`src/rtl/spwd_defines.svh`:
```
`ifndef SPWD_DEFINES_SVH
`define SPWD_DEFINES_SVH

// Opcodes
`define SPWD_OP_UNLOCK      8'h06
`define SPWD_OP_LOCK        8'h04
`define SPWD_OP_WRITE       8'h01
`define SPWD_OP_READ        8'h05
`define SPWD_OP_TRIP_A      8'h03
`define SPWD_OP_TRIP_B      8'h02
`define SPWD_TRIP_ADDR      8'h00
`define SPWD_TRIP_SET_DATA  8'h01
`define SPWD_TRIP_RST_DATA  8'h03

// Register layout
`define SPWD_SEL_HI_POS     4
`define SPWD_SEL_LO_POS     3
`define SPWD_SEL_RESET      2'h0
`define SPWD_SEL_OFF        2'h3

// Frame lengths in serial clocks
`define SPWD_WRITE_BITS     6'd16
`define SPWD_TRIP_BITS      6'd24

// Timing
`define SPWD_CLK_MHZ        100
`define SPWD_TO_00_MS       1400
`define SPWD_TO_01_MS       600
`define SPWD_TO_10_MS       200
`define SPWD_PURST_MS       200
`define SPWD_MS_CYCLES(ms)  ((ms) * 1000 * `SPWD_CLK_MHZ)

`endif

```
`src/rtl/spwd_pkg.sv`:
```
package spwd_pkg;
	typedef enum logic [3:0] {
		SPWD_IDLE  = 4'b0001,
		SPWD_OPC   = 4'b0010,
		SPWD_DATA  = 4'b0100,
		SPWD_DONE  = 4'b1000
	} spwd_state_e;

	typedef struct packed {
		logic sclk;
		logic sdi;
		logic sel_n;
	} spwd_pins_s;

	typedef struct packed {
		logic set_req;
		logic rst_req;
	} spwd_trip_s;
endpackage

```
`src/rtl/spwd_sync.sv`:
```
`timescale 1ns/1ps
module spwd_sync (
	// Clock
	input  wire logic                 sys_clk,
	input  wire logic                 rst,
	input  wire logic                 ce,
	// Pins
	input  wire spwd_pkg::spwd_pins_s pin_in,
	// Filtered
	output spwd_pkg::spwd_pins_s      pin_out
);
	import spwd_pkg::*;

	spwd_pins_s s1_ff, s2_ff, s3_ff, out_ff;
	spwd_pins_s nxt_out;

	// Level changes once the second and third stages agree
	generate
		for (genvar i = 0; i < 3; i++) begin : g_bit
			always_comb begin
				nxt_out[i] = (s2_ff[i] == s3_ff[i]) ? s3_ff[i] : out_ff[i];
			end
		end
	endgenerate

	always_ff @(posedge sys_clk) begin
		if (rst) begin
			s1_ff  <= 3'b001;
			s2_ff  <= 3'b001;
			s3_ff  <= 3'b001;
			out_ff <= 3'b001;
		end else if (ce) begin
			s1_ff  <= pin_in;
			s2_ff  <= s1_ff;
			s3_ff  <= s2_ff;
			out_ff <= nxt_out;
		end
	end

	assign pin_out = out_ff;
endmodule // spwd_sync

```
`src/rtl/spwd_timer.sv`:
```
`timescale 1ns/1ps
`include "spwd_defines.svh"
module spwd_timer (
	// Clock
	input  wire logic       sys_clk,
	input  wire logic       rst,
	input  wire logic       ce,
	// Control
	input  wire logic       restart,
	input  wire logic       enable,
	input  wire logic [31:0] limit,
	// Status
	output logic            expired
);
	import spwd_pkg::*;

	logic [31:0] cnt_ff, nxt_cnt;
	logic        exp_ff, nxt_exp;

	always_comb begin
		nxt_cnt = cnt_ff;
		nxt_exp = exp_ff;
		if (restart || !enable) begin
			nxt_cnt = 32'h0;
			nxt_exp = 1'b0;
		end else if (cnt_ff >= limit - 32'h1) begin
			nxt_exp = 1'b1;
		end else begin
			nxt_cnt = cnt_ff + 32'h1;
		end
	end

	always_ff @(posedge sys_clk) begin
		if (rst) begin
			cnt_ff <= 32'h0;
			exp_ff <= 1'b0;
		end else if (ce) begin
			cnt_ff <= nxt_cnt;
			exp_ff <= nxt_exp;
		end
	end

	assign expired = exp_ff;
endmodule // spwd_timer

```
`src/rtl/spwd_top.sv`:
```
`timescale 1ns/1ps
`include "spwd_defines.svh"
// Operation
// RULE1 - Every falling edge on select/kick restarts the watchdog count.
// RULE2 - Select bits 00=1.4s, 01=600ms, 10=200ms, 11=watchdog off.
// RULE3 - Host writes select bits at data bits 4 and 3, others zero.
// RULE4 - Read returns select bits in place, reserved bits zero.
// RULE5 - Timeout write accepted only while change latch is set.
// RULE6 - Opcode 06h sets change latch, 04h clears it.
// RULE7 - Opcode 01h then data byte; store its bits 4 and 3.
// RULE8 - Opcode 05h shifts register out on serial output.
// RULE9 - Change latch cleared at power-up and after a completed write.
// RULE10 - Read during nonvolatile write returns constant high.
// RULE11 - Sample on rising clock, shift out on falling, MSB first.
// RULE12 - Serial clock may halt anywhere; transfer resumes at same bit.
// RULE13 - After power-up, standby, output off until select falls.
// RULE14 - Timeout change applied only if select rises at correct count.
// RULE15 - Frames 03 00 01 then 02 00 01 with enable start trip set.
// RULE16 - Frames 03 00 01 then 02 00 03 with enable start trip reset.
// RULE17 - Reset output active when watchdog reaches selected limit.
// RULE18 - Reset output held active for power-up interval.
// RULE19 - Select bits retained in nonvolatile storage across power cycles.
// RULE20 - Reset stays active 200ms after supply returns above trip.
// RULE21 - Select high deselects, output off, serial clock ignored.
// RULE22 - Write frame valid only at exactly sixteen clocks.
// RULE23 - Trip sequence pulses program request; busy until analog done.
module spwd_top #(
	parameter int unsigned PURST_CYCLES = `SPWD_MS_CYCLES(`SPWD_PURST_MS),
	parameter int unsigned TO_00_CYCLES = `SPWD_MS_CYCLES(`SPWD_TO_00_MS),
	parameter int unsigned TO_01_CYCLES = `SPWD_MS_CYCLES(`SPWD_TO_01_MS),
	parameter int unsigned TO_10_CYCLES = `SPWD_MS_CYCLES(`SPWD_TO_10_MS)
) (
	// Clock and reset
	input  wire logic                 sys_clk,
	input  wire logic                 rst,
	input  wire logic                 ce,
	// Serial pins
	input  wire spwd_pkg::spwd_pins_s pins,
	output logic                      sdo_out,
	output logic                      sdo_oe,
	// Supply and programming
	input  wire logic                 supply_low,
	input  wire logic                 trip_program_enable_pin,
	input  wire logic                 trip_prog_done,
	output spwd_pkg::spwd_trip_s      trip_req,
	// Nonvolatile store
	input  wire logic [1:0]           nv_sel_in,
	input  wire logic                 nv_write_done,
	output logic                      nv_write_req,
	output logic [1:0]                nv_sel_out,
	// Reset output, open drain
	output logic                      reset_n_out,
	output logic                      reset_n_oe
);
	import spwd_pkg::*;

	spwd_pins_s  pin_s;
	logic        pin_vld_ff, nxt_pin_vld;
	spwd_pins_s  prev_ff;
	logic        sel_fall, sel_rise, sck_rise, sck_fall;

	spwd_sync u_sync (
		.sys_clk (sys_clk),
		.rst     (rst),
		.ce      (ce),
		.pin_in  (pins),
		.pin_out (pin_s)
	);

	// ****************************************
	// Edge detection
	// ****************************************
	always_comb begin
		nxt_pin_vld = 1'b1;
	end

	always_ff @(posedge sys_clk) begin
		if (rst) begin
			prev_ff    <= 3'b001;
			pin_vld_ff <= 1'b0;
		end else if (ce) begin
			prev_ff    <= pin_s;
			pin_vld_ff <= nxt_pin_vld;
		end
	end

	assign sel_fall = pin_vld_ff && prev_ff.sel_n && !pin_s.sel_n;
	assign sel_rise = pin_vld_ff && !prev_ff.sel_n && pin_s.sel_n;
	assign sck_rise = !pin_s.sel_n && !prev_ff.sclk && pin_s.sclk; // [RULE11] [RULE21]
	assign sck_fall = !pin_s.sel_n && prev_ff.sclk && !pin_s.sclk;

	// ****************************************
	// Serial frame engine
	// ****************************************
	spwd_state_e st_ff, nxt_st;
	logic [5:0]  bits_ff, nxt_bits;
	logic [7:0]  sh_ff, nxt_sh;
	logic [7:0]  opc_ff, nxt_opc;
	logic [7:0]  b1_ff, nxt_b1;
	logic [7:0]  b2_ff, nxt_b2;
	logic [7:0]  tx_ff, nxt_tx;
	logic        rd_ff, nxt_rd;
	logic        so_ff, nxt_so;
	logic        oe_ff, nxt_oe;
	logic        latch_ff, nxt_latch;
	logic        trip_a_ff, nxt_trip_a;
	logic        busy_ff, nxt_busy;
	logic        nvreq_ff, nxt_nvreq;
	logic [1:0]  sel_ff, nxt_sel;
	logic [1:0]  newsel_ff, nxt_newsel;
	logic        load_ff, nxt_load;
	spwd_trip_s  treq_ff, nxt_treq;
	logic        tbusy_ff, nxt_tbusy;
	logic        wr_ok, tset_ok, treset_ok;
	logic [7:0]  rx_byte;

	assign rx_byte   = {sh_ff[6:0], pin_s.sdi};
	assign wr_ok     = (opc_ff == `SPWD_OP_WRITE) && (bits_ff == `SPWD_WRITE_BITS) && latch_ff
	                   && !busy_ff; // [RULE5] [RULE14] [RULE22]
	assign tset_ok   = trip_a_ff && trip_program_enable_pin && (bits_ff == `SPWD_TRIP_BITS)
	                   && (opc_ff == `SPWD_OP_TRIP_B) && (b1_ff == `SPWD_TRIP_ADDR)
	                   && (b2_ff == `SPWD_TRIP_SET_DATA); // [RULE15]
	assign treset_ok = trip_a_ff && trip_program_enable_pin && (bits_ff == `SPWD_TRIP_BITS)
	                   && (opc_ff == `SPWD_OP_TRIP_B) && (b1_ff == `SPWD_TRIP_ADDR)
	                   && (b2_ff == `SPWD_TRIP_RST_DATA); // [RULE16]

	always_comb begin
		nxt_st     = st_ff;
		nxt_bits   = bits_ff;
		nxt_sh     = sh_ff;
		nxt_opc    = opc_ff;
		nxt_b1     = b1_ff;
		nxt_b2     = b2_ff;
		nxt_tx     = tx_ff;
		nxt_rd     = rd_ff;
		nxt_so     = so_ff;
		nxt_oe     = oe_ff;
		nxt_latch  = latch_ff;
		nxt_trip_a = trip_a_ff;
		nxt_busy   = busy_ff;
		nxt_nvreq  = 1'b0;
		nxt_sel    = sel_ff;
		nxt_newsel = newsel_ff;
		nxt_load   = 1'b0;
		nxt_treq   = '0;
		nxt_tbusy  = tbusy_ff;
		if (load_ff) begin
			nxt_sel = nv_sel_in; // [RULE19]
		end
		if (busy_ff && nv_write_done) begin
			nxt_busy  = 1'b0;
			nxt_sel   = newsel_ff;
			nxt_latch = 1'b0; // [RULE9]
		end
		if (tbusy_ff && trip_prog_done) begin
			nxt_tbusy = 1'b0; // [RULE23]
		end
		case (st_ff)
			SPWD_IDLE: begin
				if (sel_fall) begin
					nxt_st    = SPWD_OPC; // [RULE13]
					nxt_bits  = 6'd0;
				end
			end
			SPWD_OPC, SPWD_DATA: begin
				// Halted clock simply leaves bit count in place [RULE12]
				if (sck_rise) begin
					nxt_sh   = rx_byte;
					nxt_bits = bits_ff + 6'd1;
					if (bits_ff[2:0] == 3'd7) begin
						case (bits_ff[5:3])
							3'd0: begin
								nxt_opc = rx_byte;
								nxt_st  = SPWD_DATA;
								if (rx_byte == `SPWD_OP_UNLOCK) begin
									nxt_latch = 1'b1; // [RULE6]
								end else if (rx_byte == `SPWD_OP_LOCK) begin
									nxt_latch = 1'b0; // [RULE6]
								end else if (rx_byte == `SPWD_OP_READ) begin
									nxt_rd = 1'b1; // [RULE8]
									// Busy answers all ones [RULE10]
									nxt_tx = (busy_ff || tbusy_ff) ? 8'hFF :
									         {3'b000, sel_ff, 3'b000}; // [RULE4]
								end
							end
							3'd1: nxt_b1 = rx_byte; // [RULE7]
							3'd2: nxt_b2 = rx_byte;
							default: nxt_b2 = b2_ff;
						endcase
					end
				end
				if (sck_fall && rd_ff) begin
					nxt_oe = 1'b1;
					nxt_so = tx_ff[7]; // [RULE11]
					nxt_tx = {tx_ff[6:0], tx_ff[7]};
				end
				if (sel_rise) begin
					nxt_st = SPWD_DONE;
				end
			end
			SPWD_DONE: begin
				nxt_rd     = 1'b0;
				nxt_oe     = 1'b0; // [RULE21]
				nxt_st     = SPWD_IDLE;
				nxt_trip_a = (opc_ff == `SPWD_OP_TRIP_A) && (bits_ff == `SPWD_TRIP_BITS)
				             && (b1_ff == `SPWD_TRIP_ADDR) && (b2_ff == `SPWD_TRIP_SET_DATA);
				if (wr_ok) begin
					nxt_newsel = {b1_ff[`SPWD_SEL_HI_POS], b1_ff[`SPWD_SEL_LO_POS]}; // [RULE3] [RULE7]
					nxt_busy   = 1'b1;
					nxt_nvreq  = 1'b1;
				end
				if (tset_ok || treset_ok) begin
					nxt_treq.set_req = tset_ok;
					nxt_treq.rst_req = treset_ok;
					nxt_tbusy        = 1'b1; // [RULE23]
				end
			end
			default: nxt_st = SPWD_IDLE;
		endcase
	end

	always_ff @(posedge sys_clk) begin
		if (rst) begin
			st_ff     <= SPWD_IDLE;
			bits_ff   <= 6'd0;
			sh_ff     <= 8'h00;
			opc_ff    <= 8'h00;
			b1_ff     <= 8'h00;
			b2_ff     <= 8'h00;
			tx_ff     <= 8'h00;
			rd_ff     <= 1'b0;
			so_ff     <= 1'b0;
			oe_ff     <= 1'b0; // [RULE13]
			latch_ff  <= 1'b0; // [RULE9]
			trip_a_ff <= 1'b0;
			busy_ff   <= 1'b0;
			nvreq_ff  <= 1'b0;
			sel_ff    <= `SPWD_SEL_RESET;
			newsel_ff <= `SPWD_SEL_RESET;
			load_ff   <= 1'b1;
			treq_ff   <= '0;
			tbusy_ff  <= 1'b0;
		end else if (ce) begin
			st_ff     <= nxt_st;
			bits_ff   <= nxt_bits;
			sh_ff     <= nxt_sh;
			opc_ff    <= nxt_opc;
			b1_ff     <= nxt_b1;
			b2_ff     <= nxt_b2;
			tx_ff     <= nxt_tx;
			rd_ff     <= nxt_rd;
			so_ff     <= nxt_so;
			oe_ff     <= nxt_oe;
			latch_ff  <= nxt_latch;
			trip_a_ff <= nxt_trip_a;
			busy_ff   <= nxt_busy;
			nvreq_ff  <= nxt_nvreq;
			sel_ff    <= nxt_sel;
			newsel_ff <= nxt_newsel;
			load_ff   <= nxt_load;
			treq_ff   <= nxt_treq;
			tbusy_ff  <= nxt_tbusy;
		end
	end

	// ****************************************
	// Watchdog and reset output
	// ****************************************
	logic [31:0] limit;
	logic        wd_exp;
	logic        por_done_ff, nxt_por_done;
	logic [31:0] por_cnt_ff, nxt_por_cnt;
	logic        rst_act_ff, nxt_rst_act;

	always_comb begin
		case (sel_ff) // [RULE2]
			2'h0:    limit = TO_00_CYCLES;
			2'h1:    limit = TO_01_CYCLES;
			2'h2:    limit = TO_10_CYCLES;
			default: limit = TO_00_CYCLES;
		endcase
	end

	spwd_timer u_timer (
		.sys_clk (sys_clk),
		.rst     (rst),
		.ce      (ce),
		.restart (sel_fall), // [RULE1]
		.enable  (sel_ff != `SPWD_SEL_OFF && por_done_ff),
		.limit   (limit),
		.expired (wd_exp)
	);

	always_comb begin
		nxt_por_cnt  = por_cnt_ff;
		nxt_por_done = por_done_ff;
		if (supply_low) begin
			nxt_por_cnt  = 32'h0;
			nxt_por_done = 1'b0; // [RULE20]
		end else if (!por_done_ff) begin
			if (por_cnt_ff >= PURST_CYCLES - 32'h1) begin
				nxt_por_done = 1'b1; // [RULE18]
			end else begin
				nxt_por_cnt = por_cnt_ff + 32'h1;
			end
		end
		nxt_rst_act = !por_done_ff || supply_low || wd_exp; // [RULE17]
	end

	always_ff @(posedge sys_clk) begin
		if (rst) begin
			por_cnt_ff  <= 32'h0;
			por_done_ff <= 1'b0;
			rst_act_ff  <= 1'b1;
		end else if (ce) begin
			por_cnt_ff  <= nxt_por_cnt;
			por_done_ff <= nxt_por_done;
			rst_act_ff  <= nxt_rst_act;
		end
	end

	assign sdo_out      = so_ff;
	assign sdo_oe       = oe_ff;
	assign trip_req     = treq_ff;
	assign nv_write_req = nvreq_ff;
	assign nv_sel_out   = newsel_ff;
	assign reset_n_out  = 1'b0;
	assign reset_n_oe   = rst_act_ff;
endmodule // spwd_top

```
`config.mk`:
```
export PLATFORM = sky130hd
export DESIGN_NAME = spwd_top
export DESIGN_NICKNAME = d
export VERILOG_FILES = /design/src/rtl/spwd_pkg.sv /design/src/rtl/spwd_sync.sv /design/src/rtl/spwd_timer.sv /design/src/rtl/spwd_top.sv
export VERILOG_INCLUDE_DIRS = /design/src /design/src/rtl
export SDC_FILE = /design/constraint.sdc
export NUM_CORES = 1
export LEC_CHECK = 0
export ABC_CLOCK_PERIOD_IN_PS = 5740
export BUFFER_PORTS_ARGS = -buffer_cell sky130_fd_sc_hd__clkbuf_2
export CORE_MARGIN = 5
export CORE_UTILIZATION = 45
export CTS_CLUSTER_SIZE = 14
export DETAILED_ROUTE_END_ITERATION = 8
export GPL_TIMING_DRIVEN = 0
export PLACE_DENSITY = 0.65
export SETUP_SLACK_MARGIN = 0.5
export SLEW_MARGIN = 20
export SYNTH_ARGS = -nofsm -noshare
export SYNTH_HDL_FRONTEND = slang
export SYNTH_SLANG_ARGS = --single-unit
```
`constraint.sdc`:
```
create_clock -name sys_clk -period 5.74 [get_ports sys_clk]
set_input_delay 0 -clock sys_clk [delete_from_list [all_inputs] [get_ports sys_clk]]
set_output_delay 0 -clock sys_clk [all_outputs]
set_load 0.01 [all_outputs]
```
==> impl_metrics.py <==
metrics = {
    "power": {
        "p_leak_nw": 3.01,
        "peakVddDrop_v": 0.000195,
        "power_mw": 2.25,
        "p_per_area_nw_per_um2": 271,
    },
    "route": {
        "drt_iter0_markers": 511,
        "viasPerCell": 5.81,
        "vias": 6586,
        "dr.pass1.iters": 6,
        "wl_per_cell_um": 16.6,
        "routed_wl_mm": 18.8,
        "drcViolationCount": 0,
        "postRouteAntennaNets": 0,
    },
    "hold_path": {
        "hold_path_end": "u_sync.s2_ff[0]",
        "holdPathStages": 3,
        "holdCritPathClass": "input port to register",
        "hp-start": "rst",
    },
    "timing": {
        "clock_skew_ns": 0.0113,
        "period_share": 0.661,
        "finalHoldViolCount": 0,
        "tightest_slew_ns": 0.900,
        "rsz0062_at_grt": "no",
        "finalSetupTns_ns": 0,
        "relSlewSlack": 0.395,
        "setup_viol": 0,
        "finalCriticalPeriod_ns": 3.79,
        "fmax_mhz": 264,
        "drv_slew": 0,
    },
    "setup_path": {
        "r2r-end": "u_timer.cnt_ff[6]",
        "worstPathArrival_ns": 4.15,
        "required_ns": 6.10,
        "cp-end-kind": "register",
        "cp_slowest_cell": "or4_1",
        "reg2reg_from": "sel_ff[0]",
        "worstRegToRegCells": 12,
        "rrSetupSlack_ns": 1.95,
        "max_stage_delay_ns": 0.50,
        "crit_fanout": 10,
        "worstPathCellList": "inv_1 > ha_1 > clkbuf_1 > inv_1 > ha_1 > a211o_1 > a21oi_1 > nor4b_2 > o211ai_4 > buf_6 > or4_1 > a31oi_1",
        "start_kind": "register",
        "path_class": "register to register",
    },
    "global_route": {
        "grt.total_usage": 0.210,
        "grt_first_pass_wirelength_mm": 31.3,
        "grt_overflow": 0,
        "grt_antenna_before_repair": 0,
        "grt_max_degree": 19,
        "grt_pass1_vias": 6183,
    },
    "place": {
        "portBuffers": 19,
        "place_hpwl_mm": 13.2,
        "gp_congestion": 0.909,
    },
    "synth": {
        "synth_ff_type": "dfxtp_1",
        "yosys-top-cells-area": "dfxtp_1 (41%), nor2_1 (5.4%), mux2i_1 (4.6%), a21oi_1 (4.4%), nand2_1 (3.8%)",
        "synth.most_common_cell": "dfxtp_1",
        "yosysTopAreaCell": "dfxtp_1",
        "synth_nets": 891,
        "syn-cell-area_um2": 7210,
        "synth_seq_cells": 146,
        "synth_cell_type_count": 71,
        "synth_cells": 858,
        "ys_seq_area_frac": 0.405,
        "synth_edf_count": 0,
        "synth_common_cells": "dfxtp_1 (146), nor2_1 (104), nand2_1 (73)",
        "synth_top_area_frac": 0.405,
        "yosys_warnings": 0,
        "ys_async_sr_fraction": 0,
        "syn_area_per_cell_um2": 8.41,
    },
    "cts": {
        "post_cts_resized": 0,
        "ctsHtreeMaxLevel": 4,
        "insertion_delay_ns": 0.44,
        "cts_buffers": 17,
        "cts_tree": "done",
        "cts-root-buf": "clkbuf_16",
        "cts_num_sinks": 146,
        "cts.reportedPaths.clkPinSlew_ns": 0.07,
        "clk_path_buf_depth": 2,
    },
    "final_layout": {
        "regArea_um2": 2920,
        "multi_input_area_um2": 3980,
        "post-route-util": 0.523,
        "n_fill_cell": 1530,
        "nNetsFinal": 938,
        "layout-area-overhead-vs-synth_pct": 14.7,
        "antenna-diode-count": 0,
        "drive_above_1_share": 0.0882,
    },
    "die": {
        "start_util": 0.456,
        "dieHeight_um": 137,
        "design.core.area_um2": 15800,
        "die_area_um2": 18700,
        "die_w_um": 137,
        "row_count": 46,
        "ios": 21,
    },
    "outcome": {
        "outcome": "completed",
    },
    "run": {
        "maxCapViolCount": 0,
    },
}
worst max path at each step:
stage	from	end	slack (ns)	cells past startpoint
floorplan	sel_ff[0]	u_timer.cnt_ff[6]	2.70	12
global placement	sel_ff[0]	u_timer.cnt_ff[6]	2.00	12
detailed placement	sel_ff[0]	u_timer.cnt_ff[6]	1.98	12
CTS	sel_ff[0]	u_timer.cnt_ff[6]	1.96	12
global route	sel_ff[0]	u_timer.cnt_ff[25]	1.68	13
finish	sel_ff[0]	u_timer.cnt_ff[6]	1.95	12
power by group:
group	switching, mW	leakage [nW]	total [mW]	internal, mW
logic	0.0707	1.54	0.103	0.0326
registers	0.00692	1.18	1.03	1.02
clock network	0.527	0.296	1.12	0.590
total	0.604	3.01	2.25	1.64
area by class of cell:
type | instances | area share
plain buffers | 46 | 0.0257
clock buffers | 17 | 0.0514
clock inverters | 15 | 0.0219
inverters | 26 | 0.0118
multi-input cells | 640 | 0.481
flip-flops and latches | 146 | 0.353
well taps | 216 | 0.0327
repair buffers | 28 | 0.0224
registers in the layout (all words and copies together) (netlist names), 3 cells and up:
name / flops
b1_ff: 8
b2_ff: 8
bits_ff: 6
opc_ff: 8
por_cnt_ff: 32
sh_ff: 7
st_ff: 4
tx_ff: 8
u_sync.pin_out: 3
u_sync.s1_ff: 3
u_sync.s2_ff: 3
u_sync.s3_ff: 3
u_timer.cnt_ff: 32
timing repair:
| action | in CTS | in global routing |
|---|---|---|
| hold buffers | 9 | 0 |
| endpoints found under the hold margin | 9 | 0 |
| setup buffers | 0 | 0 |
critical path, delay by kind of cell, from the launching register on:
family | cells | cell delay (ns)
AOI/OAI and AO/OA | 4 | 0.83
adders and majority gates | 2 | 0.54
buffers and inverters | 4 | 0.95
DFF | 1 | 0.45
and+or+nand+nor | 2 | 0.95
metal layers:
layer / vias up / track usage / wire, um
met5: - / 0 / 0
met4: 0 / 0.0801 / 372
met3: 37 / 0.0390 / 818
met2: 176 / 0.333 / 8760
met1: 3113 / 0.285 / 8890
li1: 3260 / - / -
logic make-up (layout without fill, tap and decap cells):
logic type                 count (synthesis)  count (layout)  synth area share
buffers and inverters                     72             132            0.0430
other                                      1               1          0.000520
adders and majority gates                 21              21            0.0364
and+or+nand+nor                          383             383             0.275
muxes                                     33              33            0.0458
DFF                                      146             146             0.405
AOI/OAI and AO/OA                        182             182             0.169
xor gates and xnor gates                  20              20            0.0243
cells in the final DEF, fill, tap and decap left out, types with 25 or more instances in the layout:
cell type,instances
dfxtp_1,146
mux2i_1,33
nand3_1,37
nor3_1,27
nor2_1,104
nand4_1,27
clkbuf_1,33
inv_1,25
nand2_1,73
a21oi_1,63
per-stage QoR:
| stage | cells | area [um2] | hold WS [ns] | setup WS, ns |
|---|---|---|---|---|
| after floorplan | 858 | 7210 | 0.128 | 2.70 |
| after global placement | 1093 | 7580 | 0.247 | 2.00 |
| after detailed placement | 1093 | 7580 | 0.250 | 1.98 |
| after CTS | 1134 | 8280 | 0.0357 | 1.96 |
| after global routing | 1134 | 8280 | 0.0867 | 1.68 |
| final | 1134 | 8280 | 0.0503 | 1.95 |
Power figures use the tool's default switching activity.
